$ cat src/core/ecw_consts.vh
// constants for the extender window decode block
`ifndef ECW_CONSTS_VH
`define ECW_CONSTS_VH

// ----------------------------------------------------------------------------
// configuration-space byte offsets
// ----------------------------------------------------------------------------
`define ECW_CFG_WIN_OFF       6'h0a
`define ECW_SHORT_WIN_OFF     6'h0c
`define ECW_STD_WIN_OFF       6'h0e
`define ECW_WIN_COUNT         3

// ----------------------------------------------------------------------------
// access sizes on the configuration port
// ----------------------------------------------------------------------------
`define ECW_SIZE_8            2'h0
`define ECW_SIZE_16           2'h1
`define ECW_SIZE_32           2'h2

// ----------------------------------------------------------------------------
// window register field layout
// ----------------------------------------------------------------------------
`define ECW_FLD_RSVD_ZERO     15
`define ECW_FLD_ENABLE        14
`define ECW_FLD_DIRECTION     13
`define ECW_FLD_RSVD_ONE_HI   12
`define ECW_FLD_RSVD_ONE_LO   11
`define ECW_FLD_SIZE_HI       10
`define ECW_FLD_SIZE_LO       8
`define ECW_FLD_BASE_HI       7
`define ECW_FLD_BASE_LO       0

// bits that hold state; the rest are fixed on read
`define ECW_WIN_STORE_MASK    16'h67ff
// bits 12-11 read as ones, bit 15 as zero
`define ECW_WIN_READ_ONES     16'h1800

// ----------------------------------------------------------------------------
// reset values
// ----------------------------------------------------------------------------
`define ECW_WIN_RESET         16'h0000

// ----------------------------------------------------------------------------
// address lines
// ----------------------------------------------------------------------------
`define ECW_SHORT_ADDR_HI     15
`define ECW_SHORT_ADDR_LO     8
`define ECW_CFG_QUARTER       2'h3

`endif

$ cat src/core/ecw_window_decode.v
// extender configuration and short-space window registers and decode
`timescale 1ns/1ps
`include "ecw_consts.vh"


module ecw_window_decode (
  // clock and reset
  input  wire        clock_i,
  input  wire        rst_i,
  input  wire        soft_rst_i,
  // configuration register port
  input  wire        cfg_req_i,
  input  wire        cfg_we_i,
  input  wire [5:0]  cfg_addr_i,
  input  wire [1:0]  cfg_size_i,
  input  wire [31:0] cfg_wdata_i,
  output wire        cfg_ack_o,
  output reg  [31:0] cfg_rdata_o,
  // mode select
  input  wire        compat_layout_select_i,
  // configuration-space lookup
  input  wire        la_req_i,
  input  wire [7:0]  la_addr_i,
  input  wire        la_inward_i,
  input  wire        own_la_hit_i,
  output reg         la_valid_o,
  output reg         cfg_map_o,
  // short-space lookup
  input  wire        short_req_i,
  input  wire [15:0] short_addr_i,
  input  wire        short_inward_i,
  output reg         short_valid_o,
  output reg         short_map_o
);

  // --------------------------------------------------------------------------
  // access classification
  // --------------------------------------------------------------------------
  wire        acc_8;
  wire        acc_16;
  wire        acc_32;
  wire        acc_wr;
  reg         ack_q;
  wire [47:0] rd16_w;
  wire [2:0]  hit_any_w;

  assign acc_8  = cfg_size_i == `ECW_SIZE_8;
  assign acc_16 = cfg_size_i == `ECW_SIZE_16;
  assign acc_32 = cfg_size_i == `ECW_SIZE_32;
  assign acc_wr = cfg_req_i & cfg_we_i;

  // --------------------------------------------------------------------------
  // window registers: staging copy plus active copy
  // --------------------------------------------------------------------------
  genvar gi;
  generate
    for (gi = 0; gi < `ECW_WIN_COUNT; gi = gi + 1) begin : win
      localparam integer OFF_I = 10 + 2 * gi;
      wire [5:0]  off_w;
      wire        hit8h;
      wire        hit8l;
      wire        hit16;
      wire        hit32;
      wire        wr_hi;
      wire        wr_lo;
      wire [15:0] lane_w;
      reg  [7:0]  hi_data;
      reg  [7:0]  lo_data;
      wire [15:0] new_stage;
      reg  [15:0] stage_q;
      reg  [15:0] active_q;

      assign off_w = OFF_I[5:0];
      assign hit8h = acc_8 & (cfg_addr_i == off_w);
      assign hit8l = acc_8 & (cfg_addr_i == (off_w | 6'h01));
      assign hit16 = acc_16 & (cfg_addr_i == off_w);
      // the long word at c carries both the short and standard windows
      assign hit32 = acc_32 & (cfg_addr_i == `ECW_SHORT_WIN_OFF) &
                     (off_w != `ECW_CFG_WIN_OFF);
      assign hit_any_w[gi] = hit8h | hit8l | hit16 | hit32;

      assign lane_w = (off_w == `ECW_SHORT_WIN_OFF) ? cfg_wdata_i[31:16]
                                                    : cfg_wdata_i[15:0];
      always @* begin
        if (acc_8) begin
          hi_data = cfg_wdata_i[7:0];
          lo_data = cfg_wdata_i[7:0];
        end else if (acc_16) begin
          hi_data = cfg_wdata_i[15:8];
          lo_data = cfg_wdata_i[7:0];
        end else begin
          hi_data = lane_w[15:8];
          lo_data = lane_w[7:0];
        end
      end
      assign wr_hi = acc_wr & (hit8h | hit16 | hit32);
      assign wr_lo = acc_wr & (hit8l | hit16 | hit32);

      // fixed bits are dropped on write
      assign new_stage = {wr_hi ? hi_data : stage_q[15:8],
                          wr_lo ? lo_data : stage_q[7:0]} & `ECW_WIN_STORE_MASK;

      // soft reset has no effect on window state
      always @(posedge clock_i or posedge rst_i) begin
        if (rst_i) begin
          stage_q  <= `ECW_WIN_RESET;
          active_q <= `ECW_WIN_RESET;
        end else begin
          if (wr_hi | wr_lo) begin
            stage_q <= new_stage;
          end
          // upper byte alone only stages; lower byte commits
          if (wr_lo) begin
            active_q <= new_stage;
          end
        end
      end

      // read view: bit 15 zero, bits 12-11 ones
      assign rd16_w[16*gi +: 16] = (stage_q & `ECW_WIN_STORE_MASK) |
                                   `ECW_WIN_READ_ONES;
    end
  endgenerate

  // --------------------------------------------------------------------------
  // register read and acknowledge
  // --------------------------------------------------------------------------
  wire [15:0] rd_cfg;
  wire [15:0] rd_short;
  wire [15:0] rd_std;
  reg  [31:0] rdata_d;
  reg  [15:0] rd_sel;

  assign rd_cfg   = rd16_w[15:0];
  assign rd_short = rd16_w[31:16];
  assign rd_std   = rd16_w[47:32];

  always @* begin
    rd_sel  = 16'h0000;
    if (cfg_addr_i[5:1] == `ECW_CFG_WIN_OFF >> 1) begin
      rd_sel = rd_cfg;
    end else if (cfg_addr_i[5:1] == `ECW_SHORT_WIN_OFF >> 1) begin
      rd_sel = rd_short;
    end else if (cfg_addr_i[5:1] == `ECW_STD_WIN_OFF >> 1) begin
      rd_sel = rd_std;
    end
  end

  always @* begin
    rdata_d = 32'h0000_0000;
    if (hit_any_w == 3'h0) begin
      rdata_d = 32'h0000_0000;
    end else if (acc_32) begin
      rdata_d = {rd_short, rd_std};
    end else if (acc_16) begin
      rdata_d = {16'h0000, rd_sel};
    end else if (cfg_addr_i[0]) begin
      rdata_d = {24'h00_0000, rd_sel[7:0]};
    end else begin
      rdata_d = {24'h00_0000, rd_sel[15:8]};
    end
  end

  // --------------------------------------------------------------------------
  // acknowledge and read data flops
  // --------------------------------------------------------------------------
  // unmapped offsets still answer, reading zero and dropping writes
  always @(posedge clock_i or posedge rst_i) begin
    if (rst_i) begin
      ack_q <= 1'b0;
    end else begin
      ack_q <= cfg_req_i;
    end
  end

  // read data holds until the next read is taken
  always @(posedge clock_i or posedge rst_i) begin
    if (rst_i) begin
      cfg_rdata_o <= 32'h0000_0000;
    end else if (cfg_req_i & ~cfg_we_i) begin
      cfg_rdata_o <= rdata_d;
    end
  end

  assign cfg_ack_o = ack_q;

  // --------------------------------------------------------------------------
  // active fields
  // --------------------------------------------------------------------------
  wire [15:0] cfg_act;
  wire [15:0] short_act;
  wire        cfg_window_enable;
  wire        cfg_window_direction;
  wire [2:0]  cfg_window_size;
  wire [7:0]  cfg_window_base;
  wire        short_window_enable;
  wire        short_window_direction;
  wire [2:0]  short_window_size;
  wire [7:0]  short_window_base;

  assign cfg_act   = win[0].active_q;
  assign short_act = win[1].active_q;

  assign cfg_window_enable      = cfg_act[`ECW_FLD_ENABLE];
  assign cfg_window_direction   = cfg_act[`ECW_FLD_DIRECTION];
  assign cfg_window_size        = cfg_act[`ECW_FLD_SIZE_HI:`ECW_FLD_SIZE_LO];
  assign cfg_window_base        = cfg_act[`ECW_FLD_BASE_HI:`ECW_FLD_BASE_LO];
  assign short_window_enable    = short_act[`ECW_FLD_ENABLE];
  assign short_window_direction = short_act[`ECW_FLD_DIRECTION];
  assign short_window_size      = short_act[`ECW_FLD_SIZE_HI:`ECW_FLD_SIZE_LO];
  assign short_window_base      = short_act[`ECW_FLD_BASE_HI:`ECW_FLD_BASE_LO];

  // --------------------------------------------------------------------------
  // window match
  // --------------------------------------------------------------------------
  reg  [7:0] cfg_mask;
  reg  [7:0] short_mask;
  wire       cfg_in_range;
  wire       short_in_range;
  wire       short_top_quarter;
  wire [7:0] short_lines;
  wire       cfg_map_d;
  wire       short_map_d;
  wire       cfg_dir_hit;
  wire       short_dir_hit;
  wire       cfg_gate;
  wire       short_gate;

  // --------------------------------------------------------------------------
  // size masks
  // --------------------------------------------------------------------------
  // size field keeps that many base msbs
  always @* begin
    case (cfg_window_size)
      3'h0: cfg_mask = 8'h00;
      3'h1: cfg_mask = 8'h80;
      3'h2: cfg_mask = 8'hc0;
      3'h3: cfg_mask = 8'he0;
      3'h4: cfg_mask = 8'hf0;
      3'h5: cfg_mask = 8'hf8;
      3'h6: cfg_mask = 8'hfc;
      default: cfg_mask = 8'hfe;
    endcase
  end

  always @* begin
    case (short_window_size)
      3'h0: short_mask = 8'h00;
      3'h1: short_mask = 8'h80;
      3'h2: short_mask = 8'hc0;
      3'h3: short_mask = 8'he0;
      3'h4: short_mask = 8'hf0;
      3'h5: short_mask = 8'hf8;
      3'h6: short_mask = 8'hfc;
      default: short_mask = 8'hfe;
    endcase
  end

  // logical address is lines 13 down to 6
  assign cfg_in_range = ((la_addr_i ^ cfg_window_base) & cfg_mask) == 8'h00;

  // base lines up with lines 15 down to 8
  assign short_lines    = short_addr_i[`ECW_SHORT_ADDR_HI:`ECW_SHORT_ADDR_LO];
  assign short_in_range = ((short_lines ^ short_window_base) & short_mask) == 8'h00;

  // top quarter is configuration space
  assign short_top_quarter = short_addr_i[15:14] == `ECW_CFG_QUARTER;

  // range applies in the programmed direction, complement in the other
  assign cfg_dir_hit   = cfg_in_range == (la_inward_i == cfg_window_direction);
  assign short_dir_hit = short_in_range == (short_inward_i == short_window_direction);

  // --------------------------------------------------------------------------
  // window gating
  // --------------------------------------------------------------------------
  assign cfg_gate = ~compat_layout_select_i &
                    cfg_window_enable &
                    ~own_la_hit_i;

  assign short_gate = ~compat_layout_select_i &
                      short_window_enable &
                      ~short_top_quarter;

  assign cfg_map_d   = cfg_gate & cfg_dir_hit;
  assign short_map_d = short_gate & short_dir_hit;

  // --------------------------------------------------------------------------
  // registered decode answers
  // --------------------------------------------------------------------------
  always @(posedge clock_i or posedge rst_i) begin
    if (rst_i) begin
      la_valid_o <= 1'b0;
    end else begin
      la_valid_o <= la_req_i;
    end
  end

  always @(posedge clock_i or posedge rst_i) begin
    if (rst_i) begin
      cfg_map_o <= 1'b0;
    end else begin
      cfg_map_o <= la_req_i & cfg_map_d;
    end
  end

  // --------------------------------------------------------------------------
  // short-space answers
  // --------------------------------------------------------------------------
  always @(posedge clock_i or posedge rst_i) begin
    if (rst_i) begin
      short_valid_o <= 1'b0;
    end else begin
      short_valid_o <= short_req_i;
    end
  end

  always @(posedge clock_i or posedge rst_i) begin
    if (rst_i) begin
      short_map_o <= 1'b0;
    end else begin
      short_map_o <= short_req_i & short_map_d;
    end
  end

endmodule

$ cat config.mk
export PLATFORM = sky130hd
export DESIGN_NAME = ecw_window_decode
export DESIGN_NICKNAME = d
export VERILOG_FILES = /design/src/core/ecw_window_decode.v
export VERILOG_INCLUDE_DIRS = /design/src /design/src/core
export SDC_FILE = /design/constraint.sdc
export NUM_CORES = 1
export LEC_CHECK = 0
export ABC_AREA = 1
export BUFFER_PORTS_ARGS = -buffer_cell sky130_fd_sc_hd__buf_2
export CORE_AREA = 2 2 105 107
export CTS_CLUSTER_SIZE = 24
export DETAILED_ROUTE_END_ITERATION = 10
export DIE_AREA = 0 0 107 109
export GPL_TIMING_DRIVEN = 0
export PLACE_DENSITY = 0.73
export SETUP_SLACK_MARGIN = 0.05
export SLEW_MARGIN = 20
export SYNTH_ARGS = -nofsm -noshare
export SYNTH_HDL_FRONTEND = slang
export SYNTH_SLANG_ARGS = --single-unit
$ cat constraint.sdc
create_clock -name clock_i -period 4.7 [get_ports clock_i]
set_input_delay 0.235 -clock clock_i [delete_from_list [all_inputs] [get_ports clock_i]]
set_output_delay 0.235 -clock clock_i [all_outputs]
set_load 0.1 [all_outputs]
# Yosys cells after proc, flatten, opt, wreduce, memory -nomap -nowiden
# Index checks and enable logic that the tools add are counted.
[totals] memories=0 latchBits=0 word_cells=121 ff_bits=102 ramBits=0 rom_bits=0
[op_classes] add_sub_neg=0 n_mul=0 div_mod_pow=0 n_shift=0 n_lt_le_gt_ge=0 bitwise_logic=55 eq_ne=28 reduce_logical=8 mux=18
[ops] op="one-hot mux 8 bit (7 select lines)" count=2
[ops] op="two-way mux 16 bit" count=3
[ops] op="two-way mux 8 bit" count=5
[ops] op="equality test 6 x 4 -> 1 bit, second input constant" count=6
[ops] op="two-way mux 7 bit" count=5
[ops] op="two-way mux 32 bit" count=1
[ops] op="two-way mux 31 bit" count=1
[ops] op="bitwise AND 1 bit" count=26
[ops] op="bitwise OR 1 bit" count=21
[ops] op="equality test 3 bit, second input constant" count=6
[ops] op="bitwise AND 8 bit" count=2
[ops] op="zero test 8 bit" count=2
[ops] op="bitwise XOR 8 bit" count=2
[ops] op="equality test 5 x 3 -> 1 bit, second input constant" count=3
[ops] op="two-way mux 15 bit" count=1
[ops] op="equality test 3 x 2 -> 1 bit, second input constant" count=4
[ops] op="zero test 3 bit" count=3
[ops] op="equality test 3 x 1 -> 1 bit, second input constant" count=2
[ops] op="equality test 1 bit" count=4
[ops] op="equality test 2 bit, second input constant" count=2
[ops] op="NOT 1 bit" count=4
[ops] op="AND reduction 2 bit" count=2
[ops] op="equality test 2 x 1 -> 1 bit, second input constant" count=1
[ops] op="zero test 2 bit" count=1

# Logic depth before layout (Yosys ltp)
[logic_depth] ltp_word=8 depth_mapped=12

# Worst setup path before layout
# Ideal clock, no wire load.
[synth_timing] path_kind="flip-flop to output port" from="register cfg_rdata_o[12]" to="output cfg_rdata_o[12]" path_stages_with_launch=2 setup_slack_ns=3.125 arrival_time_ns=1.340 n_path_buf=1 required_time_ns=4.465 cell_sequence="dfrtp_1 -> buf_4"
[synth_lines] element="start, declared" line_no="ecw_window_decode.v:18" source="output reg [31:0] cfg_rdata_o,"
[synth_lines] element="start signal, assigned" line_no="ecw_window_decode.v:181" source="cfg_rdata_o <= rdata_d;"
# No word-level cell between the ends.

# Final worst setup path
[layout_timing] from="input cfg_req_i" to="register win[1].active_q[7] (netlist: short_act[7])"
[layout_via] elab_chain_len=3
[layout_rtl] element="start, declared" line_no="ecw_window_decode.v:12" source="input wire cfg_req_i,"
[layout_rtl] element="bitwise AND 1 bit *" line_no="ecw_window_decode.v:50" source="assign acc_wr = cfg_req_i & cfg_we_i;"
[layout_rtl] element="bitwise AND 1 bit *" line_no="ecw_window_decode.v:97" source="assign wr_lo = acc_wr & (hit8l | hit16 | hit32);"
[layout_rtl] element="two-way mux 8 bit" line_no="ecw_window_decode.v:101" source="wr_lo ? lo_data : stage_q[7:0]} & `ECW_WIN_STORE_MASK;"
[layout_rtl] element="end signal, assigned" line_no="ecw_window_decode.v:107" source="active_q <= `ECW_WIN_RESET;"
[layout_rtl] element="end signal, assigned" line_no="ecw_window_decode.v:114" source="active_q <= new_stage;"
[layout_rtl] element="end, declared" line_no="ecw_window_decode.v:71" source="reg [15:0] active_q;"
# Mark *: on every way between the ends. The rest lies on a longest branch, timed or not.
# A chain may end at the register's enable or synchronous reset.

==> metrics.md <==
| Metric | Value |
|---|---|
| Drt wl/cell | around 15 microns |
| WP buf/inv | 4 |
| Worst-path maximum fanout | 9 |
| Most frequent cells in the layout | nand2_1 (238), dfrtp_1 (96), buf_2 (92) |
| Max-Cap Viols | 0 |
| Status | finished clean |
| CTS Root Cell | clkbuf_8 |
| CTS buffer count | 9 |
| Crit path from | cfg_req_i |
| Most common cell on crit path | nand2_1 |
| EDFF count, synth | 0 |
| Dominant synthesized flop cell | dfrtp_1 |
| Seq/Total Area, Yosys | 0.464 |
| Pin count of the biggest net entering global routing | 64 |
| Compound-Gate Fraction of Synth Area | 0.0739 |
| Adder-cell share of the synthesized area | 0 |
| Max Buffers Root-to-Sink | 2 |
| Cell family with most CP delay | buffers and inverters |
| Worst vdd ir | 0.000155 V |
| Rel. slew slack | 0.667 |
| Synth Area in Simple Gates | 0.360 |
| Async S/R FF share, synth | 1.00 |
| Reg2reg start | cfg_act[10]$_DFFE_PP0P_ |
| Num ports | 112 |
| # H-tree levels | 3 |
| GRT overflow | 0 |
| Synth Cell Area | a little over 5000 sq um |
| Tcrit/Tclk final | 0.390 |
| Final WL | roughly 14000 microns |
| Final Hold Violating Endpoints | 0 |
| Layout cells sized above 1 | 0.234 |
| NumNets Final | around 850 |
| Post-DR vias/cell | just over 5 |
| Vias in the first global route | around 4400 |
| Critical path startpoint category | primary input |
| CTS tree | built |
| Cells after Synth | about 660 |
| Clk Latency, worst-skew pair | 360 ps |
| Main combinational cell family by area after synthesis | simple AND/OR/NAND/NOR gates |
| DRC violations left | 0 |
| R2R setup slack | around 3400 ps |
| Final setup fails | 0 |
| Die height | 109 microns |
| Commonest non-fill, non-tap cell in the layout | nand2_1 |
| Total area of sequential cells | about 2400 sq um |
| Average cell area after synthesis | slightly below 8 sq um |
| Required @ worst endpoint | between 4000 and 5000 ps |
| Placer Congestion | 0.961 |
| Hold Crit Class | in2reg |
| Site Rows | 38 |
| Fmax | ~550 MHz |
| Cell variety after synth | 41 |
| Unrepaired setup endpoints after global routing | no |
| Design Area, Final | about 6100 sq um |
| Slowest-stage cell, CP | dlygate4sd3_1 |
| Setup CP Type | in2reg |
| Die X | roughly 110 microns |
| First-pass GRT wire length | between 20000 and 25000 microns |
| Hold_sp | cfg_wdata_i[4] |
| Worst Path Arrival | 2080 ps |
| Core Region | around 11000 sq um |
| Clk pin slew, worst setup/hold paths | roughly 100 ps |
| Vias post-DR | around 4600 |
| Synth warnings | 0 |
| Min cycle time layout | 1830 ps |
| Pins Over Slew Limit | 0 |
| Tightest Pin Transition | about 500 ps |
| Pwr per Cell Area | 285 nW/um^2 |
| Post-synthesis xor/xnor area fraction | 0.0254 |
| Clock Skews | just over 9 ps |
| Mux share of post-synthesis cell area | 0 |
| I/O Buffers | 89 |
| First-pass iteration count of the detailed router | 5 |
| CP Capture Type | flip-flop |
| Synth-to-layout area growth | 17.5% |
| N_diodes | 0 |
| Lkg Pwr | 3.43 nW |
| Post-CTS sizing | 0 |
| Detail Route Antenna Nets | 0 |
| Post-DP Area | just under 6000 sq um |
| Clock sink count | between 90 and 100 |
| Starting Density | 0.488 |
| Total GRT Usage | 0.251 |
| DIE AREA | ~12000 sq um |
| #FFs+latches synth | 96 |
| Worst path cell trace | dlygate4sd3_1, buf_2, nand2_1, inv_1, nand2_2, clkinv_1, nand2_1, nand2_1 |
| Post-DP HPWL | 10700 microns |
| Multi-input logic area | 2390 sq um |
| Slowest stage delay, CP | approximately 530 ps |
| Setup TNS | 0 ps |
| Fill count | about 1000 |
| Initial antenna violation count | 0 |
| Initial DRC Count | between 300 and 400 |
[area by class of cell]
class	instances	area share
flip-flops and latches	96	0.395
multi-input cells	489	0.392
repair buffers	94	0.0843
inverters	57	0.0391
well taps	140	0.0288
plain buffers	23	0.0265
clock buffers	9	0.0204
clock inverters	7	0.0142
[flip-flops by register name (all words and copies together) (netlist names), named ones only]
register,flops
cfg_ack_o,1
cfg_act,12
cfg_map_o,1
cfg_rdata_o,28
la_valid_o,1
short_act,12
short_map_o,1
short_valid_o,1
win.stage_q,37
[metrics by stage]
stage / instances / power (W) / hold WS, ps / setup WS [ps] / util
final: 915 / 0.00173 / 128 / 2870 / 0.574
after global routing: 915 / 0.00182 / 124 / 2610 / 0.574
after CTS: 915 / 0.00174 / 121 / 2850 / 0.574
after detailed placement: 895 / 0.00117 / 239 / 2930 / 0.550
after global placement: 894 / 0.00116 / 356 / 964 / 0.547
after floorplan: 665 / 0.00108 / 266 / 1960 / -
[worst min-delay path, cell delays in order]
cell	delay, ps
buf_2	110
nand2_2	60
nand2_1	50
[cell families (layout without fill, tap and decap cells)]
kind of cell	after synthesis	in the layout
compound gates	69	69
flops	96	96
other cells	1	2
buf+inv	80	190
simple gates	403	403
xor+xnor	15	15
[power breakdown]
group / switching, W / leakage (nW) / internal, W / total (W)
logic: 0.000168 / 2.04 / 0.0000820 / 0.000250
clock network: 0.000317 / 0.107 / 0.000257 / 0.000574
registers: 0.0000420 / 1.28 / 0.000867 / 0.000909
[synthesized netlist by cell type (6+ instances only)]
cell type | n | area (sq um)
buf_4 | 6 | 45.0
nand2_1 | 238 | 893
clkbuf_1 | 7 | 26.3
nor2_1 | 39 | 146
o21ai_1 | 14 | 70.1
xnor2_1 | 8 | 70.1
dfrtp_1 | 96 | 2400
nor2_2 | 6 | 37.5
inv_1 | 47 | 176
a21oi_1 | 16 | 80.1
o21ai_0 | 33 | 165
nand2_2 | 20 | 125
xor2_1 | 7 | 61.3
nand3_1 | 64 | 320
nand4_1 | 7 | 43.8
[layer usage]
metal / wire length [microns] / track usage / up-vias
met5: 0 / 0 / -
met4: 325 / 0.0807 / 0
met3: 859 / 0.0323 / 26
met2: 6200 / 0.398 / 173
met1: 6310 / 0.359 / 2091
li1: - / - / 2314
[what timing repair did]
| action | in CTS | in global routing |
|---|---|---|
| hold buffers | 4 | 0 |
| buffers inserted | 0 | 0 |
| endpoints found under the hold margin | 36 | 0 |
[final timing paths]
check / endpoint / cells past startpoint
max: short_act[7]$_DFFE_PP0P_ / 8
min: win[0].stage_q[4]$_DFFE_PP0P_ / 3
max reg2reg: cfg_map_o$_DFF_PP0_ / 9
min reg2reg: cfg_rdata_o[25]$_DFFE_PP0P_ / 2
max in group asynchronous: cfg_ack_o$_DFF_PP0_ / 4
min in group asynchronous: short_map_o$_DFF_PP0_ / 3
Power figures use the tool's default switching activity.
